File: src/include/mac_status_pkg.sv
// Constants, types and helpers shared by the MAC status and interrupt block.
// Behaviour
// - Transmit pointer steps per consumed buffer; returns to start after 1024 or wrap.
// - Transmit pointer writes are accepted only while transmit is not active.
// - Write sets descriptor list start; read gives first buffer of current frame.
// - Receive status flags clear only by writing one; writes never set them.
// - Buffer-unavailable flag sets on every failed receive buffer attempt.
// - After a failed attempt, receive pointer is re-fetched at each frame start until a buffer is acquired.
// - Frame-received flag sets once frames are fully stored in memory.
// - Overrun flag sets when a frame cannot be stored; the buffer is reclaimed.
// - Interrupt status clears on read; fixed bit layout 0..7 and 10..13.
// - Management-done flag sets when the PHY maintenance operation finishes.
// - Receive-complete flag sets when a frame is completely stored.
// - Used-bit flags set when a fetched descriptor is not available.
// - Underrun flag sets on late data, bus error, mid-frame used bit, pointer write accepted while transmit is not active.
// - Transmit error flag sets when buffers run out mid-frame.
// - Transmit-complete flag sets when a frame has been sent.
// - Receive overrun interrupt flag follows the receive overrun condition.
// - Bus-error flag sets on any system bus error response to the DMA.
// - Pause-received flag sets on a valid pause frame.
// - Pause-zero flag sets when the pause time counter reaches zero.
// - Writing one to the unmask register unmasks that source.
// - Writing one to the mask register masks that source.
// - Mask readback register reports which sources are masked.
// - Transmit-active flag reads high while a transmission is in progress.
package mac_status_pkg;

    // ==========================================================
    // Register addresses
    localparam logic [31:0] TRANSMIT_STATUS_ADDR    = 32'hF802C014;
    localparam logic [31:0] TX_QUEUE_PTR_ADDR       = 32'hF802C01C;
    localparam logic [31:0] RX_STATUS_ADDR          = 32'hF802C020;
    localparam logic [31:0] IRQ_STATUS_ADDR         = 32'hF802C024;
    localparam logic [31:0] IRQ_UNMASK_ADDR         = 32'hF802C028;
    localparam logic [31:0] IRQ_MASK_ADDR           = 32'hF802C02C;
    localparam logic [31:0] IRQ_MASK_READBACK_ADDR  = 32'hF802C030;

    // ==========================================================
    // Field positions
    localparam int unsigned TRANSMIT_ACTIVE_BIT     = 3;
    localparam int unsigned RX_BUF_UNAVAIL_BIT      = 0;
    localparam int unsigned FRAME_RECEIVED_BIT      = 1;
    localparam int unsigned RX_OVERRUN_BIT          = 2;
    localparam int unsigned IRQ_MGMT_DONE_BIT       = 0;
    localparam int unsigned IRQ_RX_DONE_BIT         = 1;
    localparam int unsigned IRQ_RX_DESC_BIT         = 2;
    localparam int unsigned IRQ_TX_DESC_BIT         = 3;
    localparam int unsigned IRQ_TX_UNDERRUN_BIT     = 4;
    localparam int unsigned IRQ_RETRY_LIMIT_BIT     = 5;
    localparam int unsigned IRQ_TX_EXHAUST_BIT      = 6;
    localparam int unsigned IRQ_TX_DONE_BIT         = 7;
    localparam int unsigned IRQ_RX_OVERFLOW_BIT     = 10;
    localparam int unsigned IRQ_BUS_ERROR_BIT       = 11;
    localparam int unsigned IRQ_PAUSE_SEEN_BIT      = 12;
    localparam int unsigned IRQ_PAUSE_EXPIRED_BIT   = 13;
    localparam logic [31:0] IRQ_VALID_MASK          = 32'h00003CFF;
    localparam logic [31:0] TX_PTR_VALID_MASK       = 32'hFFFFFFFC;

    // ==========================================================
    // Reset values and counts
    localparam logic [31:0] TX_PTR_RESET            = 32'h00000000;
    localparam logic [2:0]  RX_STATUS_RESET         = 3'h0;
    localparam logic [31:0] IRQ_STATUS_RESET        = 32'h00000000;
    localparam logic [31:0] IRQ_MASK_RESET          = IRQ_VALID_MASK;
    localparam logic [31:0] READ_DATA_RESET         = 32'h00000000;
    localparam int unsigned TX_WRAP_COUNT           = 1024;
    localparam int unsigned TX_INDEX_W              = 10;
    localparam logic [9:0]  TX_INDEX_LAST           = 10'(TX_WRAP_COUNT - 1);
    localparam logic [31:0] TX_DESC_STRIDE          = 32'h00000008;

    // ==========================================================
    // Event carriers
    typedef struct packed {
        logic management_done;
        logic rx_done;
        logic rx_descriptor_unavailable;
        logic tx_descriptor_unavailable;
        logic tx_underrun;
        logic retry_limit;
        logic tx_midframe_exhaust;
        logic tx_done;
        logic rx_overflow;
        logic bus_error;
        logic pause_frame_seen;
        logic pause_expired;
    } irq_events_t;

    typedef struct packed {
        logic rx_buffer_unavailable;
        logic frame_received;
        logic rx_overrun;
    } rx_events_t;

    typedef struct packed {
        logic buffer_consumed;
        logic wrap_seen;
        logic frame_start;
    } tx_dma_t;

    typedef struct packed {
        logic frame_start;
        logic buffer_acquired;
    } rx_dma_t;

    typedef enum logic {
        RX_FETCH_NORMAL = 1'b0,
        RX_FETCH_RETRY  = 1'b1
    } rx_fetch_state_t;

    // Places the event pulses in the interrupt status layout.
    function automatic logic [31:0] irq_vector(input irq_events_t e);
        logic [31:0] v;
        v = 32'h00000000;
        v[IRQ_MGMT_DONE_BIT]     = e.management_done;
        v[IRQ_RX_DONE_BIT]       = e.rx_done;
        v[IRQ_RX_DESC_BIT]       = e.rx_descriptor_unavailable;
        v[IRQ_TX_DESC_BIT]       = e.tx_descriptor_unavailable;
        v[IRQ_TX_UNDERRUN_BIT]   = e.tx_underrun;
        v[IRQ_RETRY_LIMIT_BIT]   = e.retry_limit;
        v[IRQ_TX_EXHAUST_BIT]    = e.tx_midframe_exhaust;
        v[IRQ_TX_DONE_BIT]       = e.tx_done;
        v[IRQ_RX_OVERFLOW_BIT]   = e.rx_overflow;
        v[IRQ_BUS_ERROR_BIT]     = e.bus_error;
        v[IRQ_PAUSE_SEEN_BIT]    = e.pause_frame_seen;
        v[IRQ_PAUSE_EXPIRED_BIT] = e.pause_expired;
        return v;
    endfunction : irq_vector

    // True when a bus address selects the given register.
    function automatic logic reg_hit(input logic [31:0] addr, input logic [31:0] reg_addr);
        return addr == reg_addr;
    endfunction : reg_hit

endpackage : mac_status_pkg

File: src/hdl/mac_status_regs.sv
// Status, transmit queue pointer and interrupt registers of the Ethernet MAC.
`timescale 1ns/100ps
module mac_status_regs
    import mac_status_pkg::*;
(
    input  wire logic        sys_clk,
    input  wire logic        rst,
    input  wire logic [31:0] reg_addr,
    input  wire logic [31:0] reg_wdata,
    input  wire logic        reg_wr,
    input  wire logic        reg_rd,
    output logic      [31:0] reg_rdata,
    input  wire logic        transmit_active,
    input  wire irq_events_t irq_events,
    input  wire rx_events_t  rx_events,
    input  wire tx_dma_t     tx_dma,
    input  wire rx_dma_t     rx_dma,
    output logic      [31:0] tx_desc_addr,
    output logic             rx_desc_refetch,
    output logic             rx_buffer_reclaim,
    output logic             irq
);

    // ==========================================================
    // Address decode
    logic wr_tx_ptr;
    logic wr_rx_status;
    logic wr_unmask;
    logic wr_mask;
    logic rd_irq_status;

    always_comb begin
        wr_tx_ptr     = reg_wr && reg_hit(reg_addr, TX_QUEUE_PTR_ADDR);
        wr_rx_status  = reg_wr && reg_hit(reg_addr, RX_STATUS_ADDR);
        wr_unmask     = reg_wr && reg_hit(reg_addr, IRQ_UNMASK_ADDR);
        wr_mask       = reg_wr && reg_hit(reg_addr, IRQ_MASK_ADDR);
        rd_irq_status = reg_rd && reg_hit(reg_addr, IRQ_STATUS_ADDR);
    end

    // ==========================================================
    // Transmit queue pointer
    // A write while a frame is going out would corrupt the descriptor walk, so it is dropped.
    logic        tx_ptr_load;
    logic [31:0] tx_current_ptr;
    logic [31:0] tx_frame_ptr;

    always_comb begin
        tx_ptr_load = wr_tx_ptr && !transmit_active;
    end

    tx_queue_pointer u_tx_queue_pointer (
        .sys_clk     (sys_clk),
        .rst         (rst),
        .load        (tx_ptr_load),
        .load_value  (reg_wdata),
        .tx_dma      (tx_dma),
        .current_ptr (tx_current_ptr),
        .frame_ptr   (tx_frame_ptr)
    );

    // Bit 2 is stored as written; keeping it zero is up to software.
    always_ff @(posedge sys_clk or posedge rst) begin
        if (rst) begin
            tx_desc_addr <= TX_PTR_RESET;
        end else begin
            tx_desc_addr <= tx_current_ptr;
        end
    end

    // ==========================================================
    // Receive status flags
    logic [2:0] rx_status_r;
    logic [2:0] rx_status_nxt;
    logic [2:0] rx_status_set;
    logic [2:0] rx_status_clr;

    always_comb begin
        rx_status_set                     = 3'h0;
        rx_status_set[RX_BUF_UNAVAIL_BIT] = rx_events.rx_buffer_unavailable;
        rx_status_set[FRAME_RECEIVED_BIT] = rx_events.frame_received;
        rx_status_set[RX_OVERRUN_BIT]     = rx_events.rx_overrun;
        rx_status_clr = wr_rx_status ? reg_wdata[2:0] : 3'h0;
        // A new event in the clearing cycle stays set.
        rx_status_nxt = (rx_status_r & ~rx_status_clr) | rx_status_set;
    end

    always_ff @(posedge sys_clk or posedge rst) begin
        if (rst) begin
            rx_status_r <= RX_STATUS_RESET;
        end else begin
            rx_status_r <= rx_status_nxt;
        end
    end

    // ==========================================================
    // Receive descriptor re-fetch after a failed buffer grab
    rx_fetch_state_t rx_fetch_r;
    rx_fetch_state_t rx_fetch_nxt;

    always_comb begin
        rx_fetch_nxt = rx_fetch_r;
        unique case (rx_fetch_r)
            RX_FETCH_NORMAL: begin
                if (rx_events.rx_buffer_unavailable) begin
                    rx_fetch_nxt = RX_FETCH_RETRY;
                end
            end
            RX_FETCH_RETRY: begin
                if (rx_dma.buffer_acquired && !rx_events.rx_buffer_unavailable) begin
                    rx_fetch_nxt = RX_FETCH_NORMAL;
                end
            end
        endcase
    end

    always_ff @(posedge sys_clk or posedge rst) begin
        if (rst) begin
            rx_fetch_r <= RX_FETCH_NORMAL;
        end else begin
            rx_fetch_r <= rx_fetch_nxt;
        end
    end

    always_ff @(posedge sys_clk or posedge rst) begin
        if (rst) begin
            rx_desc_refetch <= 1'b0;
        end else begin
            rx_desc_refetch <= (rx_fetch_r == RX_FETCH_RETRY) && rx_dma.frame_start;
        end
    end

    // The buffer of a frame that could not be stored goes back to the free pool.
    always_ff @(posedge sys_clk or posedge rst) begin
        if (rst) begin
            rx_buffer_reclaim <= 1'b0;
        end else begin
            rx_buffer_reclaim <= rx_events.rx_overrun;
        end
    end

    // ==========================================================
    // Interrupt status
    logic [31:0] irq_status_r;
    logic [31:0] irq_status_nxt;
    logic [31:0] irq_status_set;
    irq_events_t irq_src;

    always_comb begin
        irq_src                           = irq_events;
        irq_src.management_done           = irq_events.management_done;
        irq_src.rx_done                   = irq_events.rx_done;
        irq_src.rx_descriptor_unavailable = irq_events.rx_descriptor_unavailable;
        irq_src.tx_descriptor_unavailable = irq_events.tx_descriptor_unavailable;
        irq_src.tx_underrun               = irq_events.tx_underrun | tx_ptr_load;
        irq_src.tx_midframe_exhaust       = irq_events.tx_midframe_exhaust;
        irq_src.tx_done                   = irq_events.tx_done;
        irq_src.rx_overflow               = irq_events.rx_overflow
                                          | rx_events.rx_overrun;
        irq_src.bus_error                 = irq_events.bus_error;
        irq_src.pause_frame_seen          = irq_events.pause_frame_seen;
        irq_src.pause_expired             = irq_events.pause_expired;
        irq_status_set = irq_vector(irq_src) & IRQ_VALID_MASK;
        // The read returns the old value; an event in the same cycle survives the clear.
        irq_status_nxt = (rd_irq_status ? IRQ_STATUS_RESET : irq_status_r)
                       | irq_status_set;
    end

    always_ff @(posedge sys_clk or posedge rst) begin
        if (rst) begin
            irq_status_r <= IRQ_STATUS_RESET;
        end else begin
            irq_status_r <= irq_status_nxt;
        end
    end

    // ==========================================================
    // Interrupt mask, one bit per source, one meaning masked
    logic [31:0] irq_mask_r;
    logic [31:0] irq_mask_nxt;
    logic [31:0] unmask_bits;
    logic [31:0] mask_bits;

    always_comb begin
        unmask_bits  = wr_unmask ? (reg_wdata & IRQ_VALID_MASK) : 32'h00000000;
        mask_bits    = wr_mask ? (reg_wdata & IRQ_VALID_MASK) : 32'h00000000;
        irq_mask_nxt = (irq_mask_r & ~unmask_bits) | mask_bits;
    end

    always_ff @(posedge sys_clk or posedge rst) begin
        if (rst) begin
            irq_mask_r <= IRQ_MASK_RESET;
        end else begin
            irq_mask_r <= irq_mask_nxt;
        end
    end

    // ==========================================================
    // Interrupt request
    always_ff @(posedge sys_clk or posedge rst) begin
        if (rst) begin
            irq <= 1'b0;
        end else begin
            irq <= |(irq_status_r & ~irq_mask_r & IRQ_VALID_MASK);
        end
    end

    // ==========================================================
    // Read data
    logic [31:0] read_mux;

    always_comb begin
        read_mux = READ_DATA_RESET;
        if (reg_hit(reg_addr, TX_QUEUE_PTR_ADDR)) begin
            read_mux = tx_frame_ptr;
        end else if (reg_hit(reg_addr, RX_STATUS_ADDR)) begin
            read_mux = {29'h0, rx_status_r};
        end else if (reg_hit(reg_addr, IRQ_STATUS_ADDR)) begin
            read_mux = irq_status_r;
        end else if (reg_hit(reg_addr, IRQ_MASK_READBACK_ADDR)) begin
            read_mux = irq_mask_r;
        end else if (reg_hit(reg_addr, TRANSMIT_STATUS_ADDR)) begin
            read_mux[TRANSMIT_ACTIVE_BIT] = transmit_active;
        end
    end

    // Data stand for exactly one cycle after the read strobe, zero otherwise.
    always_ff @(posedge sys_clk or posedge rst) begin
        if (rst) begin
            reg_rdata <= READ_DATA_RESET;
        end else if (reg_rd) begin
            reg_rdata <= read_mux;
        end else begin
            reg_rdata <= READ_DATA_RESET;
        end
    end

endmodule : mac_status_regs

File: src/hdl/tx_queue_pointer.sv
// Transmit descriptor queue pointer with buffer stepping and frame-start capture.
`timescale 1ns/100ps
module tx_queue_pointer
    import mac_status_pkg::*;
(
    input  wire logic        sys_clk,
    input  wire logic        rst,
    input  wire logic        load,
    input  wire logic [31:0] load_value,
    input  wire tx_dma_t     tx_dma,
    output logic      [31:0] current_ptr,
    output logic      [31:0] frame_ptr
);

    logic [31:0]           base_r;
    logic [TX_INDEX_W-1:0] index_r;

    // ==========================================================
    // Walking pointer
    always_ff @(posedge sys_clk or posedge rst) begin
        if (rst) begin
            base_r      <= TX_PTR_RESET;
            index_r     <= '0;
            current_ptr <= TX_PTR_RESET;
        end else if (load) begin
            base_r      <= load_value & TX_PTR_VALID_MASK;
            index_r     <= '0;
            current_ptr <= load_value & TX_PTR_VALID_MASK;
        end else if (tx_dma.buffer_consumed) begin
            if (tx_dma.wrap_seen || index_r == TX_INDEX_LAST) begin
                index_r     <= '0;
                current_ptr <= base_r;
            end else begin
                index_r     <= index_r + 10'h001;
                current_ptr <= (current_ptr + TX_DESC_STRIDE) & TX_PTR_VALID_MASK;
            end
        end
    end

    // ==========================================================
    // First buffer of the frame in flight
    always_ff @(posedge sys_clk or posedge rst) begin
        if (rst) begin
            frame_ptr <= TX_PTR_RESET;
        end else if (load) begin
            frame_ptr <= load_value & TX_PTR_VALID_MASK;
        end else if (tx_dma.frame_start) begin
            frame_ptr <= current_ptr;
        end
    end

endmodule : tx_queue_pointer

File: config.mk
export PLATFORM = sky130hd
export DESIGN_NAME = mac_status_regs
export DESIGN_NICKNAME = d
export VERILOG_FILES = /design/src/include/mac_status_pkg.sv /design/src/hdl/mac_status_regs.sv /design/src/hdl/tx_queue_pointer.sv
export SDC_FILE = /design/constraint.sdc
export NUM_CORES = 1
export LEC_CHECK = 0
export ABC_AREA = 1
export BUFFER_PORTS_ARGS = -buffer_cell sky130_fd_sc_hd__buf_2
export CAP_MARGIN = 20
export CORE_ASPECT_RATIO = 0.6
export CORE_MARGIN = 2
export CORE_UTILIZATION = 55
export DETAILED_ROUTE_END_ITERATION = 8
export HOLD_SLACK_MARGIN = 0.12
export PLACE_DENSITY = 0.78
export SLEW_MARGIN = 20
export SYNTH_ARGS = -nofsm -noshare
export SYNTH_HDL_FRONTEND = slang
export SYNTH_HIERARCHICAL = 1
export SYNTH_SLANG_ARGS = --single-unit
File: constraint.sdc
create_clock -name sys_clk -period 7.6 [get_ports sys_clk]
set_input_delay 1.14 -clock sys_clk [delete_from_list [all_inputs] [get_ports sys_clk]]
set_output_delay 1.14 -clock sys_clk [all_outputs]
set_load 0.005 [all_outputs]
==> impl_metrics.json <==
{
  "path_cells": "buf_2, inv_1, nand2_1, nor2_1, nand2_1, nor2_1, nand3_2, nand3b_1, inv_1, buf_4, nor2_2, inv_1, buf_4, nand2_1, or2_2, a21oi_1",
  "grt_max_degree": 62,
  "io_pins": 156,
  "setup_viol": 0,
  "grt.total_usage_pct": 28.3,
  "startpoint_type": "input pin",
  "cts_hold_buffers": 0,
  "ir_worst_vdd_uv": 143,
  "ys_top_cells_by_area": "dfrtp_1 50%, nand2_1 12%, nand3_1 5.8%",
  "path_depth": 16,
  "nNetsFinal": 1337,
  "critPathTopFamily": "buffers and inverters",
  "fp.dieW_um": 171,
  "holdPathStages": 0,
  "dp_hpwl_mm": 17.5,
  "avgRoutedWirePerCell_um": 16.3,
  "cts_resized": 0,
  "clock_latency_ns": 0.43,
  "final_common_cell": "nand2_1",
  "grt_use_met1_pct": 44.8,
  "grt_pass1_wl_mm": 39.2,
  "cpMaxStageDelayCell": "buf_4",
  "max_slew_margin_pct": 33.9,
  "power_density_mw_per_mm2": 209,
  "path_class": "in -> reg",
  "synth_top_cell_area_share_pct": 49.5,
  "grt.met3_usage_pct": 6.70,
  "antenna_found_initial": 0,
  "die_h_um": 104,
  "ys_warn_count": 6,
  "reg2reg_depth": 11,
  "root_buffer": "clkbuf_16",
  "gr-max-usage-layer": "met1",
  "cts_buffers": 17,
  "io_buffers": 155,
  "hold_path_class": "reg -> reg",
  "syn_inst": 1103,
  "fin_tns_setup_ns": 0,
  "max_cap_violations": 0,
  "yosysSeqAreaShare_pct": 52.9,
  "cts_max_level": 4,
  "hold_violations": 0,
  "drive_gt1_share_pct": 21.7,
  "via_per_inst": 5.43,
  "arrival_ns": 3.90,
  "clock_sinks": 195,
  "antenna_cells": 0,
  "grt_util_met2_pct": 38.9,
  "finalCritPeriodShare_pct": 46.7,
  "end_kind": "flip-flop",
  "postSynthAreaPerCell_um2": 8.38,
  "routed_wirelength_mm": 24.3,
  "drc": 0,
  "num_vias": 8073,
  "cts_tree": "built",
  "cts_setup_buffers": 0,
  "core_mm2": 0.0164,
  "grt_remaining_overflow": 0,
  "p_leak_nw": 5.67,
  "status": "complete, no violations",
  "period_minus_slack_ns": 3.55,
  "fmax_ghz": 0.282,
  "ys_seq_elements": 195,
  "synthDistinctLibCells": 41,
  "worst-path-buf-inv": 6,
  "die-area_mm2": 0.0179,
  "place_congestion": 0.959,
  "core.rowCount": 36,
  "final_area_mm2": 0.0107,
  "floorplan.initialDensity_pct": 56.6,
  "syn_to_final_growth_pct": 15.6,
  "clk_pin_slew_ns": 0.07,
  "final_antenna_net_count": 0,
  "synth_top_cell_by_area": "dfrtp_1",
  "clock_skew_ns": 0.0118,
  "slew_viol_final": 0,
  "slowest_delay_ns": 0.46,
  "drt-pass1-iter-count": 6,
  "syn_area_mm2": 0.00925,
  "worst_slew_pin_slew_ns": 0.989,
  "cts_buffer_depth": 2,
  "drtIter0Drc": 819,
  "post_dp_cell_area_mm2": 0.0101,
  "required_ns": 7.95,
  "rsz0062_at_grt": "false",
  "final_cell_mix": "292 x nand2_1, 183 x dfrtp_1, 155 x buf_2, 139 x inv_1, 108 x nand3_1",
  "grt_pass1_vias": 7559,
  "crit_fanout": 46
}
-- state kept, by name, indices dropped and copies added (netlist names) --
register,cells
u_tx_queue_pointer/base_r,30
irq_status_r,12
u_tx_queue_pointer/frame_ptr,30
irq_mask_r,12
tx_desc_addr,32
rx_status_r,3
rx_fetch_r,1
rx_desc_refetch,1
reg_rdata,32
irq,1
u_tx_queue_pointer/index_r,10
rx_buffer_reclaim,1
u_tx_queue_pointer/current_ptr,30
-- Yosys cell counts, drive strengths merged --
cell,count
a31oi,8
clkinv,1
xnor2,4
o21bai,10
nand4,3
nor4,2
dfrtp,183
nand2,302
and3,1
nor3,5
inv,144
o211ai,12
o22ai,6
ha,2
xor2,14
nand3b,2
buf,34
nor2,146
o221ai,18
dfstp,12
or2,3
clkbuf,7
conb,1
o21ai,25
nand3,110
a21oi,48
-- cells by family (layout without fill, tap and decap cells) --
logic type                 Yosys count  in the layout  share of synthesized area [%]
buffers and inverters              186            339                           8.77
xor gates and xnor gates            18             18                           1.79
DFF                                195            195                           52.9
AOI/OAI and AO/OA                  127            127                           8.55
adders and majority gates            2              2                          0.271
and+or+nand+nor                    574            574                           27.6
other                                1              4                         0.0406
-- final cells by class --
class	instances	area [µm²]
flip-flops and latches	195	4890
clock buffers	17	425
clock inverters	15	143
inverters	145	554
well taps	228	285
multi-input cells	725	3560
repair buffers	162	828
fillers	1366	5660
-- where the power goes --
part	internal, mW	switching (mW)
sequential	1.09	0.0527
combinational	0.0818	0.141
clock	0.436	0.433
-- stage by stage --
stage	worst slack (ns)	hold slack (ns)	cells	utilization, %	power [mW]
floorplan	3.84	0.354	1106	-	1.29
global placement	3.84	0.376	1455	61.9	1.38
detailed placement	3.70	0.382	1455	61.9	1.38
CTS	4.13	0.406	1487	65.4	2.24
global route	3.81	0.420	1487	65.4	2.32
finish	4.05	0.402	1487	65.4	2.24
-- final timing paths --
kind / slack (ns) / startpoint / endpoint
max: 4.05 / reg_addr[8] / u_tx_queue_pointer/index_r[2]$_DFFE_PP0P_
min: 0.40 / u_tx_queue_pointer/current_ptr[2]$_DFFE_PP0P_ / tx_desc_addr[2]$_DFF_PP0_
max reg2reg: 5.00 / u_tx_queue_pointer/index_r[0]$_DFFE_PP0P_ / u_tx_queue_pointer/current_ptr[2]$_DFFE_PP0P_
min reg2reg: 0.40 / u_tx_queue_pointer/current_ptr[2]$_DFFE_PP0P_ / tx_desc_addr[2]$_DFF_PP0_
max in group asynchronous: 5.64 / rst / u_tx_queue_pointer/current_ptr[6]$_DFFE_PP0P_
min in group asynchronous: 0.78 / rst / u_tx_queue_pointer/frame_ptr[9]$_DFFE_PP0P_
-- metal layers --
layer  up-vias  share of wire, %  wire length (µm)
met5         -                 0                 0
met4         0               1.1               258
met3        29                12              2820
met2       448                40              9780
met1      3814                47             11400
li1       3782                 -                 -
Power figures use the tool's default switching activity.
